### config.mk
export PLATFORM = sky130hd
export DESIGN_NAME = pbh_host
export DESIGN_NICKNAME = d
export VERILOG_FILES = /design/src/rtl/pbh_pkg.sv /design/src/rtl/pbh_sync_if.sv /design/src/rtl/pbh_pin_sync.sv /design/src/rtl/pbh_host.sv
export SDC_FILE = /design/constraint.sdc
export NUM_CORES = 1
export LEC_CHECK = 0
export BUFFER_PORTS_ARGS = -buffer_cell sky130_fd_sc_hd__clkbuf_2
export CAP_MARGIN = 20
export CORE_MARGIN = 2
export CORE_UTILIZATION = 58
export DETAILED_ROUTE_END_ITERATION = 7
export PLACE_DENSITY_LB_ADDON = 0.05
export SLEW_MARGIN = 5
export SYNTH_ARGS = -nofsm -noshare
export SYNTH_HDL_FRONTEND = slang
export SYNTH_SLANG_ARGS = --single-unit
### constraint.sdc
create_clock -name clk_sys_i -period 3.9 [get_ports clk_sys_i]
set_input_delay 0.78 -clock clk_sys_i [delete_from_list [all_inputs] [get_ports clk_sys_i]]
set_output_delay 0.78 -clock clk_sys_i [all_outputs]
set_load 0.02 [all_outputs]
### src/rtl/pbh_pkg.sv
// Purpose: shared constants and types of the parallel host bus controller
// Assumes: 125 MHz system clock, 8-bit data on the external bus
// Notes  : Function
// Function
// - strobe style: write, read, fetch on pins
// - direction-enable style: direction pin zero, enable one
// - single read strobe host: fetch on pin one
// - two read strobes: read pin one, fetch two
// - non-page mode: latch strobe every cycle, except burst-mode fetch hits, which skip it
// - burst 8-bit: A11-A4 multiplexed, A3-A0 separate
package pbh_pkg;

  // ------------------------------------------------------------
  // bus configuration
  // ------------------------------------------------------------
  typedef enum logic [1:0] {
    PBH_MUX,
    PBH_PAGE,
    PBH_BURST,
    PBH_NONMUX
  } pbh_mode_t;

  typedef enum logic {
    PBH_STROBES,
    PBH_DIR_ENA
  } pbh_style_t;

  typedef enum logic [1:0] {
    PBH_RD,
    PBH_WR,
    PBH_FETCH
  } pbh_kind_t;

  // ------------------------------------------------------------
  // widths and field positions
  // ------------------------------------------------------------
  localparam int ADDR_W    = 20;
  localparam int DATA_W    = 8;
  localparam int PORT_W    = 16;
  localparam int EXT_W     = 4;
  localparam int LOW_W     = 4;
  localparam int EXT_LSB   = 16;
  localparam int HI_LSB    = 8;
  localparam int BURST_LSB = 4;
  localparam int BHI_LSB   = 12;
  localparam int SYNC_W    = PORT_W + DATA_W;

  // ------------------------------------------------------------
  // timing, in ns and in cycles (rounded up)
  // ------------------------------------------------------------
  localparam int CLK_NS     = 8;
  localparam int T_ADDR_NS  = 24;
  localparam int T_LATCH_NS = 16;
  localparam int T_STB_NS   = 120;
  localparam int T_HOLD_NS  = 16;
  localparam int SYNC_CYC   = 3;
  localparam int ADDR_CYC   = (T_ADDR_NS + CLK_NS - 1) / CLK_NS;
  localparam int LATCH_CYC  = (T_LATCH_NS + CLK_NS - 1) / CLK_NS;
  localparam int STB_CYC    = (T_STB_NS + CLK_NS - 1) / CLK_NS;
  localparam int HOLD_CYC   = (T_HOLD_NS + CLK_NS - 1) / CLK_NS;
  localparam int CNT_W      = 8;

  // idle levels of the pins
  localparam logic STB_IDLE = 1'h1;
  localparam logic ALE_IDLE = 1'h0;

endpackage : pbh_pkg

### src/rtl/pbh_sync_if.sv
`timescale 1ns/1ps
// Purpose: carries raw pin levels to the synchroniser and clean levels back
// Assumes: one clock domain on the controller side
// Notes  : width covers shared port and separate data port
interface pbh_sync_if #(
  parameter int W = 24
);
  logic [W-1:0] raw;
  logic [W-1:0] clean;

  modport user (output raw, input clean);
  modport sync (input raw, output clean);
endinterface : pbh_sync_if

### src/rtl/pbh_pin_sync.sv
`timescale 1ns/1ps
// Purpose: three-stage synchroniser for bus input pins
// Assumes: inputs are asynchronous to clk_sys_i
// Notes  : a change is taken once stages two and three agree
module pbh_pin_sync #(
  parameter int W = 24
) (
  // clock, enable, reset
  input  wire logic clk_sys_i,
  input  wire logic ce_i,
  input  wire logic srst_i,
  // pin levels
  pbh_sync_if.sync  pins
);

  // ------------------------------------------------------------
  // per-bit stages
  // ------------------------------------------------------------
  genvar b;
  generate
    for (b = 0; b < W; b++) begin : g_bit
      logic s1;
      logic s2;
      logic s3;
      logic held;
      always_ff @(posedge clk_sys_i) begin
        if (srst_i) begin
          s1   <= 1'h0;
          s2   <= 1'h0;
          s3   <= 1'h0;
          held <= 1'h0;
        end else if (ce_i) begin
          s1 <= pins.raw[b];
          s2 <= s1;
          s3 <= s2;
          // a one-cycle glitch never reaches the user
          if (s2 == s3) begin
            held <= s3;
          end
        end
      end
      assign pins.clean[b] = held;
    end
  endgenerate

endmodule : pbh_pin_sync

### src/rtl/pbh_host.sv
`timescale 1ns/1ps
// Purpose: host-side master for the device's parallel microcontroller bus
// Assumes: bus mode and strobe style are fixed by parameters
// Notes  : all pins come from flip-flops; read data pass the synchroniser
module pbh_host #(
  parameter pbh_pkg::pbh_mode_t  MODE         = pbh_pkg::PBH_MUX,
  parameter pbh_pkg::pbh_style_t STYLE        = pbh_pkg::PBH_STROBES,
  parameter int                  READ_STROBES = 2,
  parameter bit                  NONMUX_ALE   = 1'b1,
  parameter int                  ADDR_CYC     = pbh_pkg::ADDR_CYC,
  parameter int                  LATCH_CYC    = pbh_pkg::LATCH_CYC,
  parameter int                  STB_CYC      = pbh_pkg::STB_CYC,
  parameter int                  HOLD_CYC     = pbh_pkg::HOLD_CYC
) (
  // clock, enable, reset
  input  wire logic                         clk_sys_i,
  input  wire logic                         ce_i,
  input  wire logic                         srst_i,
  // user request
  input  wire logic                         req_valid_i,
  input  wire pbh_pkg::pbh_kind_t           req_kind_i,
  input  wire logic [pbh_pkg::ADDR_W-1:0]   req_addr_i,
  input  wire logic [pbh_pkg::DATA_W-1:0]   req_wdata_i,
  output logic                              req_ready_o,
  // user answer
  output logic                              rsp_valid_o,
  output logic [pbh_pkg::DATA_W-1:0]        rsp_rdata_o,
  // control pins
  output logic                              control_pin_zero_o,
  output logic                              control_pin_one_o,
  output logic                              control_pin_two_o,
  output logic                              address_latch_strobe_o,
  // shared address/data port, per-byte enables
  input  wire logic [pbh_pkg::PORT_W-1:0]   shared_addr_data_port_i,
  output logic [pbh_pkg::PORT_W-1:0]        shared_addr_data_port_o,
  output logic [1:0]                        shared_addr_data_port_oe_o,
  // separate data port of the non-multiplexed bus
  input  wire logic [pbh_pkg::DATA_W-1:0]   data_port_i,
  output logic [pbh_pkg::DATA_W-1:0]        data_port_o,
  output logic                              data_port_oe_o,
  // extra address pins
  output logic [pbh_pkg::EXT_W-1:0]         upper_addr_o,
  output logic [pbh_pkg::LOW_W-1:0]         low_addr_o
);

  // ------------------------------------------------------------
  // state
  // ------------------------------------------------------------
  typedef enum logic [2:0] {
    ST_IDLE,
    ST_ADDR,
    ST_LATCH,
    ST_STROBE,
    ST_HOLD
  } pbh_state_t;

  localparam logic [pbh_pkg::CNT_W-1:0] ADDR_N  = pbh_pkg::CNT_W'(ADDR_CYC - 1);
  localparam logic [pbh_pkg::CNT_W-1:0] LATCH_N = pbh_pkg::CNT_W'(LATCH_CYC - 1);
  // read strobe stays up long enough for the synchroniser to settle
  localparam logic [pbh_pkg::CNT_W-1:0] STB_N   =
    pbh_pkg::CNT_W'(STB_CYC + pbh_pkg::SYNC_CYC - 1);
  localparam logic [pbh_pkg::CNT_W-1:0] HOLD_N  = pbh_pkg::CNT_W'(HOLD_CYC - 1);

  pbh_state_t                     state;
  pbh_state_t                     next_state;
  logic [pbh_pkg::CNT_W-1:0]      cnt;
  pbh_pkg::pbh_kind_t             kind;
  logic [pbh_pkg::ADDR_W-1:0]     addr;
  logic [pbh_pkg::DATA_W-1:0]     wdata;
  logic [pbh_pkg::ADDR_W-1:0]     last_addr;
  logic                           last_valid;
  logic                           hit;
  logic                           need_ale;
  logic                           is_rd;
  logic                           cnt_done;

  pbh_sync_if #(.W(pbh_pkg::SYNC_W)) sync_bus ();

  assign sync_bus.raw = {data_port_i, shared_addr_data_port_i};

  pbh_pin_sync #(.W(pbh_pkg::SYNC_W)) u_sync (
    .clk_sys_i (clk_sys_i),
    .ce_i      (ce_i),
    .srst_i    (srst_i),
    .pins      (sync_bus.sync)
  );

  // ------------------------------------------------------------
  // page / burst hit detection
  // ------------------------------------------------------------
  always_comb begin
    hit = 1'b0;
    if (MODE == pbh_pkg::PBH_PAGE) begin
      hit = last_valid && (last_addr[pbh_pkg::ADDR_W-1:pbh_pkg::HI_LSB] ==
            req_addr_i[pbh_pkg::ADDR_W-1:pbh_pkg::HI_LSB]);
    end else if (MODE == pbh_pkg::PBH_BURST) begin
      hit = last_valid && (req_kind_i == pbh_pkg::PBH_FETCH) &&
            (last_addr[pbh_pkg::ADDR_W-1:pbh_pkg::BURST_LSB] ==
             req_addr_i[pbh_pkg::ADDR_W-1:pbh_pkg::BURST_LSB]);
    end
  end

  // plain multiplexed cycles always strobe the latch; page hits and burst fetch hits skip it
  assign need_ale = (MODE == pbh_pkg::PBH_NONMUX) ? NONMUX_ALE : !hit;
  assign is_rd    = (kind != pbh_pkg::PBH_WR);
  assign cnt_done = (state == ST_ADDR   && cnt == ADDR_N)  ||
                    (state == ST_LATCH  && cnt == LATCH_N) ||
                    (state == ST_STROBE && cnt == STB_N)   ||
                    (state == ST_HOLD   && cnt == HOLD_N);

  // ------------------------------------------------------------
  // sequencer
  // ------------------------------------------------------------
  always_comb begin
    next_state = state;
    unique case (state)
      ST_IDLE:   if (req_valid_i) next_state = need_ale ? ST_ADDR : ST_LATCH;
      ST_ADDR:   if (cnt_done) next_state = ST_LATCH;
      ST_LATCH:  if (cnt_done) next_state = ST_STROBE;
      ST_STROBE: if (cnt_done) next_state = ST_HOLD;
      ST_HOLD:   if (cnt_done) next_state = ST_IDLE;
      default:   next_state = ST_IDLE;
    endcase
  end

  always_ff @(posedge clk_sys_i) begin
    if (srst_i) begin
      state <= ST_IDLE;
      cnt   <= '0;
    end else if (ce_i) begin
      state <= next_state;
      cnt   <= (next_state != state) ? '0 : cnt + 1'b1;
    end
  end

  // request capture and remembered latched address
  always_ff @(posedge clk_sys_i) begin
    if (srst_i) begin
      kind       <= pbh_pkg::PBH_RD;
      addr       <= '0;
      wdata      <= '0;
      last_addr  <= '0;
      last_valid <= 1'b0;
    end else if (ce_i && state == ST_IDLE && req_valid_i) begin
      kind       <= req_kind_i;
      addr       <= req_addr_i;
      wdata      <= req_wdata_i;
      last_addr  <= req_addr_i;
      last_valid <= 1'b1;
    end
  end

  // ------------------------------------------------------------
  // user handshake
  // ------------------------------------------------------------
  always_ff @(posedge clk_sys_i) begin
    if (srst_i) begin
      req_ready_o <= 1'b0;
      rsp_valid_o <= 1'b0;
      rsp_rdata_o <= '0;
    end else if (ce_i) begin
      req_ready_o <= (next_state == ST_IDLE);
      rsp_valid_o <= (state == ST_HOLD) && cnt_done;
      if (state == ST_STROBE && cnt_done && is_rd) begin
        if (MODE == pbh_pkg::PBH_NONMUX) begin
          rsp_rdata_o <= sync_bus.clean[pbh_pkg::SYNC_W-1:pbh_pkg::PORT_W];
        end else if (MODE == pbh_pkg::PBH_PAGE) begin
          rsp_rdata_o <= sync_bus.clean[pbh_pkg::PORT_W-1:pbh_pkg::HI_LSB];
        end else begin
          rsp_rdata_o <= sync_bus.clean[pbh_pkg::DATA_W-1:0];
        end
      end
    end
  end

  // ------------------------------------------------------------
  // control pins
  // ------------------------------------------------------------
  always_ff @(posedge clk_sys_i) begin
    if (srst_i) begin
      address_latch_strobe_o <= pbh_pkg::ALE_IDLE;
      control_pin_zero_o     <= pbh_pkg::STB_IDLE;
      control_pin_one_o      <= (STYLE == pbh_pkg::PBH_DIR_ENA) ? 1'b0 : pbh_pkg::STB_IDLE;
      control_pin_two_o      <= pbh_pkg::STB_IDLE;
    end else if (ce_i) begin
      address_latch_strobe_o <= (next_state == ST_ADDR);
      if (STYLE == pbh_pkg::PBH_DIR_ENA) begin
        // direction set ahead of the enable, kept through hold
        if (state == ST_IDLE && req_valid_i) begin
          control_pin_zero_o <= (req_kind_i != pbh_pkg::PBH_WR);
        end
        control_pin_one_o <= (next_state == ST_STROBE);
        control_pin_two_o <= pbh_pkg::STB_IDLE;
      end else begin
        control_pin_zero_o <= !((next_state == ST_STROBE) && kind == pbh_pkg::PBH_WR);
        if (READ_STROBES == 1) begin
          control_pin_one_o <= !((next_state == ST_STROBE) && is_rd);
          control_pin_two_o <= pbh_pkg::STB_IDLE;
        end else begin
          control_pin_one_o <= !((next_state == ST_STROBE) && kind == pbh_pkg::PBH_RD);
          control_pin_two_o <= !((next_state == ST_STROBE) && kind == pbh_pkg::PBH_FETCH);
        end
      end
    end
  end

  // ------------------------------------------------------------
  // address and data pins
  // ------------------------------------------------------------
  logic                       drive_wr;
  logic                       in_cycle;
  logic                       addr_phase;
  logic [pbh_pkg::ADDR_W-1:0] pin_addr;
  // the address must already stand on the pins when the latch strobe rises
  assign pin_addr   = (state == ST_IDLE) ? req_addr_i : addr;
  // address kept one cycle past the falling latch strobe as hold time
  assign addr_phase = (next_state == ST_ADDR) || (state == ST_ADDR);
  assign drive_wr = !is_rd && (next_state == ST_LATCH || next_state == ST_STROBE ||
                               next_state == ST_HOLD) && state != ST_IDLE;
  assign in_cycle = (next_state != ST_IDLE);

  always_ff @(posedge clk_sys_i) begin
    if (srst_i) begin
      shared_addr_data_port_o    <= '0;
      shared_addr_data_port_oe_o <= '0;
      data_port_o                <= '0;
      data_port_oe_o             <= 1'b0;
      upper_addr_o               <= '0;
      low_addr_o                 <= '0;
    end else if (ce_i && (state != ST_IDLE || in_cycle)) begin
      upper_addr_o <= pin_addr[pbh_pkg::ADDR_W-1:pbh_pkg::EXT_LSB];
      unique case (MODE)
        pbh_pkg::PBH_MUX: begin
          shared_addr_data_port_o[pbh_pkg::PORT_W-1:pbh_pkg::HI_LSB] <=
            pin_addr[pbh_pkg::EXT_LSB-1:pbh_pkg::HI_LSB];
          shared_addr_data_port_oe_o[1] <= in_cycle;
          // low byte: address while latching, then data or released
          shared_addr_data_port_o[pbh_pkg::DATA_W-1:0] <=
            addr_phase ? pin_addr[pbh_pkg::DATA_W-1:0] : wdata;
          shared_addr_data_port_oe_o[0] <= addr_phase || drive_wr;
        end
        pbh_pkg::PBH_PAGE: begin
          // low byte is never multiplexed, so a page hit only moves it
          shared_addr_data_port_o[pbh_pkg::DATA_W-1:0] <=
            pin_addr[pbh_pkg::DATA_W-1:0];
          shared_addr_data_port_oe_o[0] <= in_cycle;
          shared_addr_data_port_o[pbh_pkg::PORT_W-1:pbh_pkg::HI_LSB] <=
            addr_phase ? pin_addr[pbh_pkg::EXT_LSB-1:pbh_pkg::HI_LSB] : wdata;
          shared_addr_data_port_oe_o[1] <= addr_phase || drive_wr;
        end
        pbh_pkg::PBH_BURST: begin
          shared_addr_data_port_o[pbh_pkg::PORT_W-1:pbh_pkg::HI_LSB] <=
            pin_addr[pbh_pkg::ADDR_W-1:pbh_pkg::BHI_LSB];
          shared_addr_data_port_oe_o[1] <= in_cycle;
          shared_addr_data_port_o[pbh_pkg::DATA_W-1:0] <= addr_phase ?
            pin_addr[pbh_pkg::BHI_LSB-1:pbh_pkg::BURST_LSB] : wdata;
          shared_addr_data_port_oe_o[0] <= addr_phase || drive_wr;
          low_addr_o <= pin_addr[pbh_pkg::LOW_W-1:0];
        end
        pbh_pkg::PBH_NONMUX: begin
          shared_addr_data_port_o    <= pin_addr[pbh_pkg::PORT_W-1:0];
          shared_addr_data_port_oe_o <= {2{in_cycle}};
          data_port_o                <= wdata;
          data_port_oe_o             <= drive_wr;
        end
      endcase
    end
  end

endmodule : pbh_host

# --- Word level (Yosys, flattened, before mapping) ---
# Cells that the tools add are included.
# Widths: inputs -> output; s select.
classes:
  n_reduce_logical: 41
  add_sub_neg: 1
  eq_ne: 23
  mux: 9
op_table:
  columns: ["cell", "n"]
  rows:
  - ["$mux 20", 1]
  - ["$reduce_and 2->1", 9]
  - ["$mux 8", 2]
  - ["$logic_and 1x1->1", 15]
  - ["$mux 3", 5]
  - ["$pmux 3 s5", 1]
  - ["$eq 3x2->1 const B", 4]
  - ["$add 8x1->8 const B", 1]
  - ["$eq 1x1->1", 8]
  - ["$eq 8x1->1 const B", 1]
  - ["$eq 8x2->1 const B", 1]
  - ["$eq 8x5->1 const B", 1]
  - ["$logic_or 1x1->1", 8]
  - ["$eq 3x1->1 const B", 2]
  - ["$eq 3x3->1 const B", 2]
  - ["$logic_not 3->1", 2]
  - ["$reduce_bool 3->1", 2]
  - ["$logic_not 1->1", 4]
  - ["$ne 3x3->1", 1]
  - ["$eq 2x1->1 const B", 1]
  - ["$eq 2x2->1 const B", 1]
  - ["$logic_not 2->1", 1]
  - ["$ne 2x1->1 const B", 1]
totals:
  reg_bits: 109
  out_inout_bits: 49
  wordCells: 121
  input_bits: 58

# --- Logic depth before layout (Yosys ltp) ---
depth:
  depth_word: 13
  mapped_depth: 8
  depth_no_buf: 8

# --- By module ---
# Synthesis repeated with hierarchy kept, for this count alone.
unflattened:
  hier_cells: 849
  area_unflattened_um2: 7528.5
by_module_without_submodules:
  columns: ["mod", "instances", "cells_each", "area_per_inst_um2"]
  rows:
  - ["pbh_pin_sync", 1, 410, 4087.7]
  - ["pbh_host", 1, 439, 3440.8]

# --- Worst setup path before layout ---
# OpenSTA, ideal clock, no wires.
synth_timing:
  kind: "in2reg"
  startpoint: "input port ce_i"
  endpoint: "register u_sync.g_bit[4].s1"
  required_ns: 3.772
  setup_ns: 0.128
  stages: 5
  slack_ns: 1.842
  arrival_ns: 1.930
  cell_sequence: "clkbuf_1 -> clkbuf_1 -> clkbuf_1 -> mux2i_1 -> nor2_1"
synth_rtl:
  columns: ["element", "line", "source"]
  rows:
  - ["start: declaration", "pbh_host.sv:17", "input wire logic ce_i,"]
  - ["end signal: assignment", "pbh_pin_sync.sv:33", "s1 <= pins.raw[b];"]
  - ["end: declaration", "pbh_pin_sync.sv:22", "logic s1;"]

# --- Worst setup path after layout ---
layout_timing:
  startpoint: "register state[2]"
  endpoint: "register cnt[5] in the netlist's numbering"
layout_via:
  elab_chain_len: 9
  elab_cells_between_ends: 20
  cone_classes: "eq/ne: 5; mux: 7; reduce/logical: 8"
layout_rtl:
  columns: ["element", "line", "source"]
  rows:
  - ["start: declaration", "pbh_host.sv:64", "pbh_state_t state;"]
  - ["start signal: assignment", "pbh_host.sv:131", "state <= next_state;"]
  - ["$eq 3x1->1 or $eq 3x2->1 (tied branches)", "pbh_host.sv:106, pbh_host.sv:116, pbh_host.sv:107", null]
  - ["$logic_and 1x1->1 (on tied branches)", "pbh_host.sv:106, pbh_host.sv:107", null]
  - ["$logic_or 1x1->1", "pbh_host.sv:106", "assign cnt_done = (state == ST_ADDR && cnt == ADDR_N) ||"]
  - ["$logic_or 1x1->1", "pbh_host.sv:107", "(state == ST_LATCH && cnt == LATCH_N) ||"]
  - ["$logic_or 1x1->1", "pbh_host.sv:108", "(state == ST_STROBE && cnt == STB_N) ||"]
  - ["$mux 3 (on tied branches)", null, null]
  - ["$pmux 3 s5", "pbh_host.sv:116", "unique case (state)"]
  - ["$ne 3x3->1 (*)", "pbh_host.sv:132", "cnt <= (next_state != state) ? '0 : cnt + 1'b1;"]
  - ["$mux 8 (*)", "pbh_host.sv:132", null]
  - ["end signal: assignment", "pbh_host.sv:132", null]
  - ["end: declaration", "pbh_host.sv:66", "logic [pbh_pkg::CNT_W-1:0] cnt;"]
# Every way passes the cells marked *; elsewhere a longest branch is shown, timed or not.
# A chain may end at the register's enable or synchronous reset.

==> flow_metrics.py <==
metrics = {
    "die": {
        "coreArea_um2": 7810,
        "rows": 32,
        "die_w_um": 94.2,
        "die_area_um2": 8870,
        "dieHeight_um": 94.2,
        "start_util": 0.604,
        "pin_count": 107,
    },
    "final_layout": {
        "diodes": 0,
        "layout_common_cells": "dfxtp_1 (109), nand2_1 (101), clkbuf_2 (76)",
        "layout-drive-gt1-share": 0.191,
        "multi_input_area_um2": 2310,
        "seqCellArea_um2": 2180,
        "layout.nets": 659,
        "area_growth_pct": 12.7,
        "final_common_cell": "dfxtp_1",
        "fill_cells": 691,
    },
    "clock_network": {
        "cts_buffers": 9,
        "cts_buffer_depth": 2,
        "h-tree-depth": 3,
        "cts_hold_buf": 0,
        "cts_tree": "built",
        "post_cts_resized": 0,
        "cts.sinks": 109,
        "path_clk_slew_ns": 0.11,
        "cts_root_buf": "clkbuf_8",
        "clkLatencyLatePin_ns": 0.37,
        "post_cts_buffers": 0,
    },
    "yosys": {
        "synthFlopType": "dfxtp_1",
        "syn_inst": 544,
        "yosysTopAreaCell": "dfxtp_1",
        "syn_area_per_cell_um2": 8.68,
        "synth_area_leaders": "dfxtp_1 (46%), mux2i_1 (11%), nand2_1 (8.0%)",
        "ys_seq_area_frac": 0.462,
        "synth.distinct_cells": 51,
        "synth-seq-cells": 109,
        "ys_warn_count": 0,
        "synth_top_area_frac": 0.462,
        "synth_edf_count": 0,
        "synth_area_um2": 4720,
        "async_flop_share": 0,
    },
    "critical_path": {
        "path_max_fanout": 13,
        "critPathLaunchType": "flop",
        "slowest_stage": "dfxtp_1",
        "worstSetupPathType": "reg -> reg",
        "path_cells": "and4bb_4 -> a22oi_4 -> nor4b_2 -> a2111oi_4 -> nor2_2 -> a211oi_2",
        "r2r_cells": 6,
        "arrival_ns": 2.58,
        "crit_cells": 6,
        "path_buf_inv": 0,
        "endpoint_kind": "flop",
        "critPathMaxStageDelay_ns": 0.67,
        "required_ns": 4.20,
        "crit_family": "compound AO/OA/AOI/OAI gates",
    },
    "timing": {
        "maxSlewHeadroom": 0.477,
        "hold_violations": 0,
        "fin_crit_sh": 0.585,
        "slew_violations": 0,
        "tns_ns": 0,
        "fmaxAchievable_mhz": 438,
        "tightest_slew_ns": 0.785,
        "setup_violations": 0,
        "finClkSkew_ns": 0.0173,
        "post-route-min-period_ns": 2.28,
        "rsz0062_at_grt": "false",
    },
    "pwr": {
        "cellLeakagePower_nw": 2.41,
        "powerDensity_nw_per_um2": 417,
        "p_total_mw": 2.22,
        "ir_drop_mv": 0.269,
    },
    "detailed_routing": {
        "routed_wl_um": 9680,
        "via_count": 3856,
        "route.detailed.drc": 0,
        "avgViaCountPerCell": 5.47,
        "first_pass_iters": 4,
        "wl_per_cell_um": 13.7,
        "drtAntennaViolNets": 0,
        "drt_iter0_markers": 134,
    },
    "global_routing": {
        "grt_max_degree": 80,
        "grt_pass1_wl_um": 16200,
        "grt_usage": 0.226,
        "grt_pass1_vias": 3625,
        "antenna_found_initial": 0,
        "grt_remaining_overflow": 0,
    },
    "hold_path": {
        "hold_path_depth": 2,
        "hold_path.class": "reg -> reg",
    },
    "placed_design": {
        "hpwl_um": 6360,
        "io_buffers": 77,
        "gp_congestion": 0.846,
    },
    "run_status": {
        "status": "finished, final reports clean",
    },
    "job": {
        "timing.max_cap.violations": 0,
    },
}
area by class of cell:
type                       count  share of cell area
multi-input combinational    390               0.435
tap                          102              0.0240
timing repair buffer          84              0.0828
clock inverter                 7              0.0216
sequential                   109               0.410
inverter                       4             0.00282
clock buffer                   9              0.0233
through the flow:
| step | worst slack (ns) | hold slack, ns | utilization | cells | area, um2 |
|---|---|---|---|---|---|
| floorplan | 1.84 | 0.436 | - | 556 | 4760 |
| global placement | 1.27 | 0.440 | 0.651 | 689 | 5080 |
| detailed placement | 1.23 | 0.446 | 0.651 | 689 | 5080 |
| CTS | 1.62 | 0.461 | 0.681 | 705 | 5320 |
| global route | 1.44 | 0.479 | 0.681 | 705 | 5320 |
| finish | 1.62 | 0.459 | 0.681 | 705 | 5320 |
power by group:
part,internal (mW),total (mW),switching [mW]
Clock,0.325,0.753,0.428
Combinational,0.101,0.275,0.174
Sequential,1.16,1.19,0.0290
Total,1.59,2.22,0.631
worst paths after layout:
| check | startpoint | endpoint | slack (ns) |
|---|---|---|---|
| max | state[2] | cnt[5] | 1.62 |
| min | addr[7] | addr[7] | 0.46 |
| max reg2reg | state[2] | cnt[5] | 1.62 |
| min reg2reg | addr[7] | addr[7] | 0.46 |
worst min-delay path, stage by stage, from the launching register on:
cell	delay, ns
dfxtp_1	0.32
nand2_1	0.05
a21oi_1	0.05
logic make-up (layout without fill, tap and decap cells):
logic type / count (synthesis) / count (layout) / synth area share
simple gates: 194 / 194 / 0.178
compound gates: 122 / 122 / 0.170
flops: 109 / 109 / 0.462
buf+inv: 57 / 104 / 0.0589
mux: 54 / 54 / 0.115
xor+xnor: 4 / 4 / 0.00742
fa+ha+maj: 3 / 3 / 0.00795
other cells: 1 / 13 / 0.000795
Yosys cell counts, types with 2 or more instances:
master,instances
a211oi_1,14
a211oi_2,3
a21o_1,8
a21oi_1,57
and2_1,2
buf_2,9
buf_4,14
clkbuf_1,30
dfxtp_1,109
ha_1,3
inv_1,4
mux2i_1,54
nand2_1,101
nand3_1,6
nand4_1,3
nor2_1,58
nor2b_1,2
nor3_1,6
nor3_2,2
nor4b_2,2
o211ai_1,9
o21a_1,2
o21ai_0,10
o21ai_1,3
o22ai_1,3
o31ai_1,2
o32a_1,2
xnor2_1,2
xor2_1,2
sequential cells by signal, summed over array words and instances (netlist names), 2 cells and up:
register                    flops
u_sync.g_bit.s1                 8
upper_addr_o                    4
state                           3
u_sync.g_bit.held               8
u_sync.g_bit.s3                 8
u_sync.g_bit.s2                 8
kind                            2
cnt                             8
addr                           20
shared_addr_data_port_oe_o      2
shared_addr_data_port_o        16
wdata                           8
rsp_rdata_o                     8
per-layer routing:
metal | track usage | up-vias | wire (um)
li1 | - | 1949 | -
met1 | 0.273 | 1815 | 4350
met2 | 0.395 | 82 | 4720
met3 | 0.0642 | 10 | 501
met4 | 0.0556 | 0 | 122
met5 | 0 | - | 0
Note: power is estimated with default switching activity, not from simulation.
